[src/logic/rbml_map.svh]
// Purpose: Constants for the reset and boot mode loader
// Assumes: 20 MHz reference clock
// Notes:   Included by the package and rbml_loader
`ifndef RBML_MAP_SVH
`define RBML_MAP_SVH

`define RBML_MODE_CLK_DIV    256
`define RBML_STREAM_BITS     256
`define RBML_CAPTURE_BITS    19
`define RBML_SAMPLE_PHASE    8'h80
`define RBML_SYS_DIV         2
`define RBML_RESET_MODE      19'h00000
`define RBML_FLD_WB_LO       1
`define RBML_FLD_DIV_LO      5
`define RBML_FLD_ENDIAN      8
`define RBML_FLD_WRMODE_LO   9
`define RBML_FLD_TMR_DIS     11
`define RBML_FLD_DRIVE_LO    13
`define RBML_FLD_TCLK0_DIS   15
`define RBML_FLD_TCLK1_DIS   16
`define RBML_FLD_RCLK0_DIS   17
`define RBML_FLD_RCLK1_DIS   18

`endif

[src/logic/rbml_pkg.sv]
// Purpose: Types for the reset and boot mode loader
// Assumes: rbml_map.svh supplies the numbers
// Notes:   Mode settings travel as one packed struct
`default_nettype none
`include "rbml_map.svh"

package rbml_pkg;

  typedef struct packed {
    logic       rclk1_dis;
    logic       rclk0_dis;
    logic       tclk1_dis;
    logic       tclk0_dis;
    logic [1:0] drive;
    logic       rsvd12;
    logic       timer_dis;
    logic [1:0] write_mode;
    logic       big_endian;
    logic [2:0] clk_div;
    logic [3:0] wb_rate;
    logic       rsvd0;
  } rbml_mode_t;

  typedef enum logic [3:0] {
    RBML_IDLE    = 4'b0001,
    RBML_LOAD    = 4'b0010,
    RBML_HOLD    = 4'b0100,
    RBML_RUN     = 4'b1000
  } rbml_state_t;

endpackage : rbml_pkg

`default_nettype wire

[src/logic/rbml_loader.sv]
// Purpose: Power-good boot mode stream loader with reset and clock start
// Assumes: Pins from outside are synchronised here; one 20 MHz clock
// Notes:   Output clocks are divided levels; all but ref_clock_out_o are enable-gated
`timescale 1ns/1ps
`default_nettype none
`include "rbml_map.svh"

module rbml_loader
  import rbml_pkg::*;
(
  // Clock and reset
  input  wire logic            mclk_i,
  input  wire logic            rst_i,
  // Initialization pins
  input  wire logic            power_good_i,
  input  wire logic            cold_reset_n_i,
  input  wire logic            reset_n_i,
  input  wire logic            mode_data_i,
  // Boot clock and output clocks
  output logic                 mode_clock_o,
  output logic                 ref_clock_out_o,
  output logic                 system_clock_out_o,
  output logic [1:0]           transmit_clock_out_o,
  output logic [1:0]           receive_clock_out_o,
  // Core side
  output rbml_pkg::rbml_mode_t mode_o,
  output logic                 mode_valid_o,
  output logic                 core_reset_o,
  output logic                 warm_reset_o
);

  import rbml_pkg::*;

  // ****************************************
  // Pin synchronisers
  // ****************************************
  logic [3:0] pins_s;

  rbml_sync #(
    .W (4)
  ) u_sync (
    .mclk_i (mclk_i),
    .rst_i  (rst_i),
    .d_i    ({power_good_i, cold_reset_n_i, reset_n_i, mode_data_i}),
    .q_o    (pins_s)
  );

  wire pgood_s  = pins_s[3];
  wire cold_n_s = pins_s[2];
  wire rst_n_s  = pins_s[1];
  wire mdata_s  = pins_s[0];

  // ****************************************
  // Boot clock divider
  // ****************************************
  logic [7:0]  div_reg;
  logic        mclk_reg;
  rbml_state_t state_reg;
  rbml_state_t state_next;
  logic [8:0]  bit_cnt_reg;
  rbml_mode_t  mode_reg;
  logic        cold_d_reg;
  logic        rst_d_reg;
  logic        clk_run_reg;
  logic        sys_reg;

  function automatic logic is_last(input logic [8:0] n);
    is_last = (n == 9'(`RBML_STREAM_BITS - 1));
  endfunction : is_last

  wire div_wrap   = (div_reg == 8'(`RBML_MODE_CLK_DIV - 1));
  wire sample_en  = (div_reg == `RBML_SAMPLE_PHASE);
  wire loading    = (state_reg == RBML_LOAD);
  wire take_bit   = loading && sample_en;
  wire keep_bit   = take_bit && (bit_cnt_reg < 9'(`RBML_CAPTURE_BITS));
  wire cold_rise  = cold_n_s && !cold_d_reg;
  wire rst_rise   = rst_n_s && !rst_d_reg;
  wire warm_start = !rst_n_s && rst_d_reg && cold_n_s;

  always_ff @(posedge mclk_i)
  begin
    if (rst_i || (state_reg == RBML_IDLE && !pgood_s))
      div_reg <= 8'h00;
    else
      div_reg <= div_reg + 8'h01;
  end

  always_ff @(posedge mclk_i)
  begin
    if (rst_i || state_reg == RBML_IDLE)
      mclk_reg <= 1'b0;
    else if (div_wrap || sample_en)
      mclk_reg <= !mclk_reg;
  end

  // ****************************************
  // Load sequence
  // ****************************************
  always_comb
  begin
    state_next = state_reg;
    case (state_reg)
      RBML_IDLE: if (pgood_s) state_next = RBML_LOAD;
      RBML_LOAD: if (take_bit && is_last(bit_cnt_reg)) state_next = RBML_HOLD;
      RBML_HOLD: if (cold_n_s && rst_n_s) state_next = RBML_RUN;
      RBML_RUN:  if (!pgood_s) state_next = RBML_IDLE;
      default:   state_next = RBML_IDLE;
    endcase
  end

  always_ff @(posedge mclk_i)
  begin
    if (rst_i)
      state_reg <= RBML_IDLE;
    else
      state_reg <= state_next;
  end

  always_ff @(posedge mclk_i)
  begin
    if (rst_i || state_reg == RBML_IDLE)
      bit_cnt_reg <= 9'h000;
    else if (take_bit)
      bit_cnt_reg <= bit_cnt_reg + 9'h001;
  end

  always_ff @(posedge mclk_i)
  begin
    if (rst_i)
      mode_reg <= rbml_mode_t'(`RBML_RESET_MODE);
    else if (keep_bit)
      mode_reg[bit_cnt_reg[4:0]] <= mdata_s;
  end

  // ****************************************
  // Reset edges and clock start
  // ****************************************
  always_ff @(posedge mclk_i)
  begin
    cold_d_reg <= rst_i ? 1'b0 : cold_n_s;
    rst_d_reg  <= rst_i ? 1'b0 : rst_n_s;
  end

  always_ff @(posedge mclk_i)
  begin
    if (rst_i || !cold_n_s)
      clk_run_reg <= 1'b0;
    else if (cold_rise)
      clk_run_reg <= 1'b1;
  end

  always_ff @(posedge mclk_i)
  begin
    if (rst_i || !clk_run_reg)
      sys_reg <= 1'b0;
    else
      sys_reg <= !sys_reg;
  end

  logic core_rst_reg;
  logic warm_reg;

  always_ff @(posedge mclk_i)
  begin
    if (rst_i)
      core_rst_reg <= 1'b1;
    else
      core_rst_reg <= (state_next != RBML_RUN);
  end

  always_ff @(posedge mclk_i)
  begin
    if (rst_i || rst_rise)
      warm_reg <= 1'b0;
    else if (warm_start)
      warm_reg <= 1'b1;
  end

  // ****************************************
  // Outputs
  // ****************************************
  logic [1:0] tclk_reg;
  logic [1:0] rclk_reg;

  always_ff @(posedge mclk_i)
  begin
    if (rst_i || !clk_run_reg)
    begin
      tclk_reg <= 2'b00;
      rclk_reg <= 2'b00;
    end
    else
    begin
      tclk_reg <= {2{!sys_reg}} & ~{mode_reg.tclk1_dis, mode_reg.tclk0_dis};
      rclk_reg <= {2{!sys_reg}} & ~{mode_reg.rclk1_dis, mode_reg.rclk0_dis};
    end
  end

  logic ref_reg;

  always_ff @(posedge mclk_i)
  begin
    ref_reg <= rst_i ? 1'b0 : !ref_reg;
  end

  assign mode_clock_o         = mclk_reg;
  assign ref_clock_out_o      = ref_reg;
  assign system_clock_out_o   = sys_reg;
  assign transmit_clock_out_o = tclk_reg;
  assign receive_clock_out_o  = rclk_reg;
  assign mode_o               = mode_reg;
  assign mode_valid_o         = (state_reg == RBML_HOLD) || (state_reg == RBML_RUN);
  assign core_reset_o         = core_rst_reg;
  assign warm_reset_o         = warm_reg;

endmodule : rbml_loader

`default_nettype wire

[src/logic/rbml_sync.sv]
// Purpose: Two-stage synchroniser for pin inputs
// Assumes: Single clock mclk_i
// Notes:   First stage is read only by the second
`timescale 1ns/1ps
`default_nettype none

module rbml_sync #(
  parameter int W = 1
) (
  // Clock and reset
  input  wire logic         mclk_i,
  input  wire logic         rst_i,
  // Data
  input  wire logic [W-1:0] d_i,
  output logic      [W-1:0] q_o
);

  logic [W-1:0] meta_reg;
  logic [W-1:0] q_reg;

  always_ff @(posedge mclk_i)
  begin
    meta_reg <= rst_i ? '0 : d_i;
    q_reg    <= rst_i ? '0 : meta_reg;
  end

  assign q_o = q_reg;

endmodule : rbml_sync

`default_nettype wire
[config.mk]
export PLATFORM = sky130hd
export DESIGN_NAME = rbml_loader
export DESIGN_NICKNAME = d
export VERILOG_FILES = /design/src/logic/rbml_pkg.sv /design/src/logic/rbml_loader.sv /design/src/logic/rbml_sync.sv
export VERILOG_INCLUDE_DIRS = /design/src /design/src/logic
export SDC_FILE = /design/constraint.sdc
export NUM_CORES = 1
export LEC_CHECK = 0
export BUFFER_PORTS_ARGS = -buffer_cell sky130_fd_sc_hd__buf_2
export CORE_UTILIZATION = 55
export DETAILED_ROUTE_END_ITERATION = 6
export HOLD_SLACK_MARGIN = 0.05
export PLACE_DENSITY_LB_ADDON = 0.15
export SETUP_SLACK_MARGIN = 0.1
export SLEW_MARGIN = 20
export SYNTH_ARGS = -nofsm -noshare
export SYNTH_HDL_FRONTEND = slang
export SYNTH_HIERARCHICAL = 1
export SYNTH_SLANG_ARGS = --single-unit
[constraint.sdc]
create_clock -name mclk_i -period 3.86 [get_ports mclk_i]
set_clock_uncertainty 0.1 [all_clocks]
set_input_delay 0.772 -clock mclk_i [delete_from_list [all_inputs] [get_ports mclk_i]]
set_output_delay 0.772 -clock mclk_i [all_outputs]
set_load 0.1 [all_outputs]
==> After elaboration in Yosys (flattened, before gate mapping) <==
Cells that the tools add are included.
{ "classes": {"add_sub_neg": 2, "n_mul": 0, "n_div": 0, "magnitude_cmp": 3, "eq_ne": 8, "shifts": 0, "n_mux": 8, "n_bitwise": 4, "n_reduce_logical": 26} }
{ "ops": {"columns": ["op", "count"], "rows": [
  ["bitwise mux 19 bit", 1],
  ["== test 8 bit (second input constant)", 2],
  ["two-way mux 4 bit", 4],
  ["one-hot mux 4 bit (4 select lines)", 1],
  ["logical AND 1 bit", 10],
  ["adder 9 x 1 -> 9 bit (second input constant)", 1],
  ["== test 9 x 8 -> 1 bit (second input constant)", 1],
  ["logical NOT 1 bit", 9],
  ["less-than comparator 9 x 5 -> 1 bit (second input constant)", 1],
  ["adder 8 x 1 -> 8 bit (second input constant)", 1],
  ["logical OR 1 bit", 7],
  ["less-than comparator 5 x 6 -> 1 bit (second input constant)", 1],
  ["demux 1 bit (select 5 bit)", 1],
  ["greater-or-equal comparator 5 x 1 -> 1 bit (second input constant)", 1],
  ["AND 2 bit", 2],
  ["== test 4 x 1 -> 1 bit (second input constant)", 1],
  ["== test 4 x 2 -> 1 bit (second input constant)", 1],
  ["== test 4 x 3 -> 1 bit (second input constant)", 1],
  ["== test 4 bit (second input constant)", 1],
  ["inequality test 4 bit (second input constant)", 1],
  ["inverter 2 bit", 2],
  ["two-way mux 1 bit", 1]
]} }
{ "word_totals": {"regBits": 60, "latchBits": 0, "ram_bits": 0, "mem_bits_ro": 0, "input_bits": 6, "out_inout_bits": 29, "elab_cells": 78, "n_memories": 0} }

==> Depth between registers and ports, before layout <==
{ "logic_depth": {"ltp_word": 6, "ltp_mapped": 7, "mapped_depth_nobuf": 6} }

==> By module <==
Netlist, hierarchy kept.
{ "by_module_without_submodules": {"columns": ["module", "instances", "cells_each", "area_per_inst_um2", "seq_area_each_um2"], "rows": [
  ["rbml_loader", 1, 250, 2290.9, 1041.0],
  ["rbml_sync", 1, 16, 210.2, 160.2]
]} }

==> Worst setup path before layout <==
OpenSTA, ideal clock, no wires.
{ "synth_timing": {"path_kind": "register to output", "from": "register state_reg[3]", "to": "output port mode_valid_o", "t_arrival_ps": 2611, "required_ps": 2988, "path_slack_ps": 377, "stages_incl_launch_ff": 4, "n_path_buf": 1, "cell_sequence": "dfxtp_1 > buf_2 > xnor2_1 > nor3_1"} }
{ "synth_via": {"elab_chain_cells": 2, "elab_cells_between_ends": 3, "classes_between": "eq/ne (2); reduce/logical (1)"} }
{ "synth_lines": {"columns": ["element", "line_no", "rtl"], "rows": [
  ["from (decl)", "rbml_loader.sv:58", "rbml_state_t state_reg;"],
  ["from (signal assigned)", "rbml_loader.sv:116", "state_reg <= state_next;"],
  ["== test 4 x 3 -> 1 bit / == test 4 bit (equally long branches)", "rbml_loader.sv:212", "assign mode_valid_o = (state_reg == RBML_HOLD) || (state_reg == RBML_RUN);"],
  ["logical OR 1 bit *", "rbml_loader.sv:212", null],
  ["to (decl)", "rbml_loader.sv:27", "output logic mode_valid_o,"]
]} }
Mark *: on every way between the ends. The rest lies on a longest branch, timed or not.

==> Final worst setup path <==
Ends and elaborated chain as after synthesis.

==> summary.txt <==
Outcome -> complete, no violations
Wire per inst -> 13.2 um
CTS max path bufs -> 2
Largest fanout of any net on the critical path -> 9
Count of boundary I/O pins -> 35
Switching part of the total -> 20.8%
Leading cell types by total area after synthesis -> sky130_fd_sc_hd__dfxtp_1 (48%), sky130_fd_sc_hd__mux2i_1 (7.6%), sky130_fd_sc_hd__nand2_1 (6.9%)
Number of instances in the synthesized netlist -> 266
Unique cell type count in the Yosys netlist -> 40
Sw power -> 0.267 mW
Cell internal power dissipation -> 1.02 mW
Worst hold path class -> flip-flop to flip-flop
Effective utilization at floorplan -> 57.4%
Power after layout -> 1.29 mW
Horiz. Die Dim -> 69.4 um
Later-pin clock latency in the skew report -> 0.33 ns
Height of the chip -> 69.4 um
Net count after synthesis -> 279
Setup crit start kind -> flip-flop
Final critical-path required period -> 2.42 ns
Worst-case vdd ir drop -> 0.326 mV
Total of max-cap violations -> 0
Slew headroom -> 44.1%
Core region area -> 4350 um^2
CTS sink count -> 60
Violation count after the first detailed-route iteration -> 120
Critical path data required time -> 2.99 ns
Category of the worst setup path capture point -> output port
Number of warnings reported in the yosys synthesis log -> 6
Total of hold buffers inserted after clock tree synthesis -> 0
Global router's overall resource usage -> 20.4%
Number of buffers inserted by post-CTS setup repair -> 0
Accumulated negative setup slack -> 0 ns
Number of inserted filler cells in the final layout -> 333
Final slew viol count -> 0
Commonest register cell after synthesis -> sky130_fd_sc_hd__dfxtp_1
CTS clk-pin slew, worst paths -> 0.06 ns
Level count of the clock H-tree -> 3
Share of the yosys chip area belonging to registers -> 48.0%
Count of buffers from port buffering -> 34
Upper clock frequency limit -> 414 MHz
Unrepaired setup endpoints after global routing -> no
Combined area of all synthesized cells -> 2500 um^2
Detailed-router iteration count before antenna repair -> 4
Critical setup path kind -> flip-flop to output port
Via count of the first global-routing pass -> 1674
First-pass GRT wire length -> 7690 um
Area share of the leading cell type in the synthesized netlist -> 48.0%
Data arrival time of the critical path -> 1.55 ns
Antenna violations before repair -> 0
Leakage power figure -> 1.25 nW
Clock Tree Root -> sky130_fd_sc_hd__clkbuf_8
Worst hold margin -> 0.300 ns
Clock network fraction of total power -> 47.8%
Cell taking the most area after synthesis -> sky130_fd_sc_hd__dfxtp_1
Vias per cell -> 5.36
Clock buffers created by TritonCTS -> 9
Slew at the pin with the worst max-slew slack -> 0.830 ns
FFs w/ async S/R, synth -> 0%
Routability congestion estimate -> 0.770
Die area -> 4820 um^2
Yosys reg bits -> 60
Total congestion overflow -> 0
Pwr Density -> 442 nW/um^2
Pin count of the biggest net entering global routing -> 24
Antenna diodes -> 0
Antenna viol nets, final -> 0
Sequential cell fraction of total power -> 49.1%
Count of vias placed by the detailed router -> 1920
Post-CTS sizing -> 0
Final number of hold-violating endpoints -> 0
Row count -> 24
Net total in the final layout -> 314
Average instance area after synthesis -> 9.40 um^2
Layout cells sized above 1 -> 20.9%
Commonest non-fill, non-tap cell in the layout -> sky130_fd_sc_hd__dfxtp_1
Post-route fraction of the period consumed by the critical path -> 62.6%
Syn-to-layout area delta -> 16.2%
Combinational power share -> 3.1%
Finish-stage setup viols -> 0
CTS tree -> built
Post-detailed-route DRC marker count -> 0
Number of enable-type register cells in the synthesized netlist -> 0
Top library cells by usage in the layout, fill and taps aside -> sky130_fd_sc_hd__dfxtp_1 (60), sky130_fd_sc_hd__nand2_1 (46), sky130_fd_sc_hd__buf_2 (34), sky130_fd_sc_hd__nor2_1 (20), sky130_fd_sc_hd__mux2i_1 (19)
Max FFs per register -> 19
Wire length reported by the detailed router -> 4740 um
Total half-perimeter wirelength after legalization and detailed placement -> 3330 um
==> power by group through the flow <==
stage | Clock [mW] | Combinational (mW) | Sequential, mW
6_report | 0.614 | 0.0395 | 0.631
5_1_grt | 0.656 | 0.0430 | 0.632
4_1_cts | 0.626 | 0.0399 | 0.631
3_5_place_dp | 0 | 0.0398 | 0.645
3_3_place_gp | 0 | 0.0393 | 0.645
2_1_floorplan | 0 | 0.0198 | 0.656
==> critical path: stages, from the launching register on <==
cell and delay [ns]:
sky130_fd_sc_hd__dfxtp_1 0.51, sky130_fd_sc_hd__xnor2_1 0.13, sky130_fd_sc_hd__nor3_1 0.13, sky130_fd_sc_hd__buf_2 0.45
==> stage by stage <==
step                      cells  cell area, um^2  util, %  worst slack, ns
after floorplan             266             2500        -            0.377
after global placement      342             2690     61.8             1.40
after detailed placement    342             2690     61.8             1.31
after CTS                   358             2910     66.8             1.42
after global routing        358             2910     66.8             1.33
final                       358             2910     66.8             1.44
==> metal layers <==
layer,vias to the layer above,global-route usage (%),share of wire [%]
met1,907,25.4,47
met5,-,0,0
met3,4,6.40,3.8
li1,977,-,-
met2,32,32.5,49
met4,0,9.07,0.91
==> cells by family (layout without fill, tap and decap cells) <==
group	after synthesis	in the layout	share of synthesized area [%]
buffers and inverters	21	61	3.55
DFF	60	60	48.0
xor gates and xnor gates	9	9	3.15
adders and majority gates	7	7	3.50
AOI/OAI and AO/OA	25	25	6.25
and+or+nand+nor	125	125	27.9
muxes	19	19	7.60
==> final timing paths <==
| path | startpoint | endpoint | slack (ns) | cells past startpoint |
|---|---|---|---|---|
| hold reg to reg | ref_clock_out_o | ref_clock_out_o | 0.30 | 1 |
| hold / removal | ref_clock_out_o | ref_clock_out_o | 0.30 | 1 |
| setup reg to reg | bit_cnt_reg[5] | mode_o[3] | 1.72 | 4 |
| setup / recovery | state_reg[3] | mode_valid_o | 1.44 | 3 |
==> synthesized netlist by cell type (3+ instances only) <==
cell,instances
sky130_fd_sc_hd__nor2_1,20
sky130_fd_sc_hd__nand4_1,4
sky130_fd_sc_hd__clkbuf_1,7
sky130_fd_sc_hd__mux2i_1,19
sky130_fd_sc_hd__xor2_1,5
sky130_fd_sc_hd__a21oi_1,10
sky130_fd_sc_hd__nand2_1,46
sky130_fd_sc_hd__or3_1,3
sky130_fd_sc_hd__o21ai_0,5
sky130_fd_sc_hd__and4_2,4
sky130_fd_sc_hd__and3_1,3
sky130_fd_sc_hd__xnor2_1,4
sky130_fd_sc_hd__inv_1,11
sky130_fd_sc_hd__or4_1,3
sky130_fd_sc_hd__dfxtp_1,60
sky130_fd_sc_hd__o31ai_1,3
sky130_fd_sc_hd__ha_1,7
sky130_fd_sc_hd__nor2b_1,11
sky130_fd_sc_hd__nand3_1,11
==> area by class of cell <==
cell class	instances	area [um^2]	area share, %
clock buffer	12	145	4.99
multi-input combinational	185	1210	41.7
tap	52	65.1	2.24
timing repair buffer	34	170	5.85
inverter	11	41.3	1.42
sequential	60	1200	41.3
clock inverter	4	72.6	2.50
(Power assumes the default switching activity.)
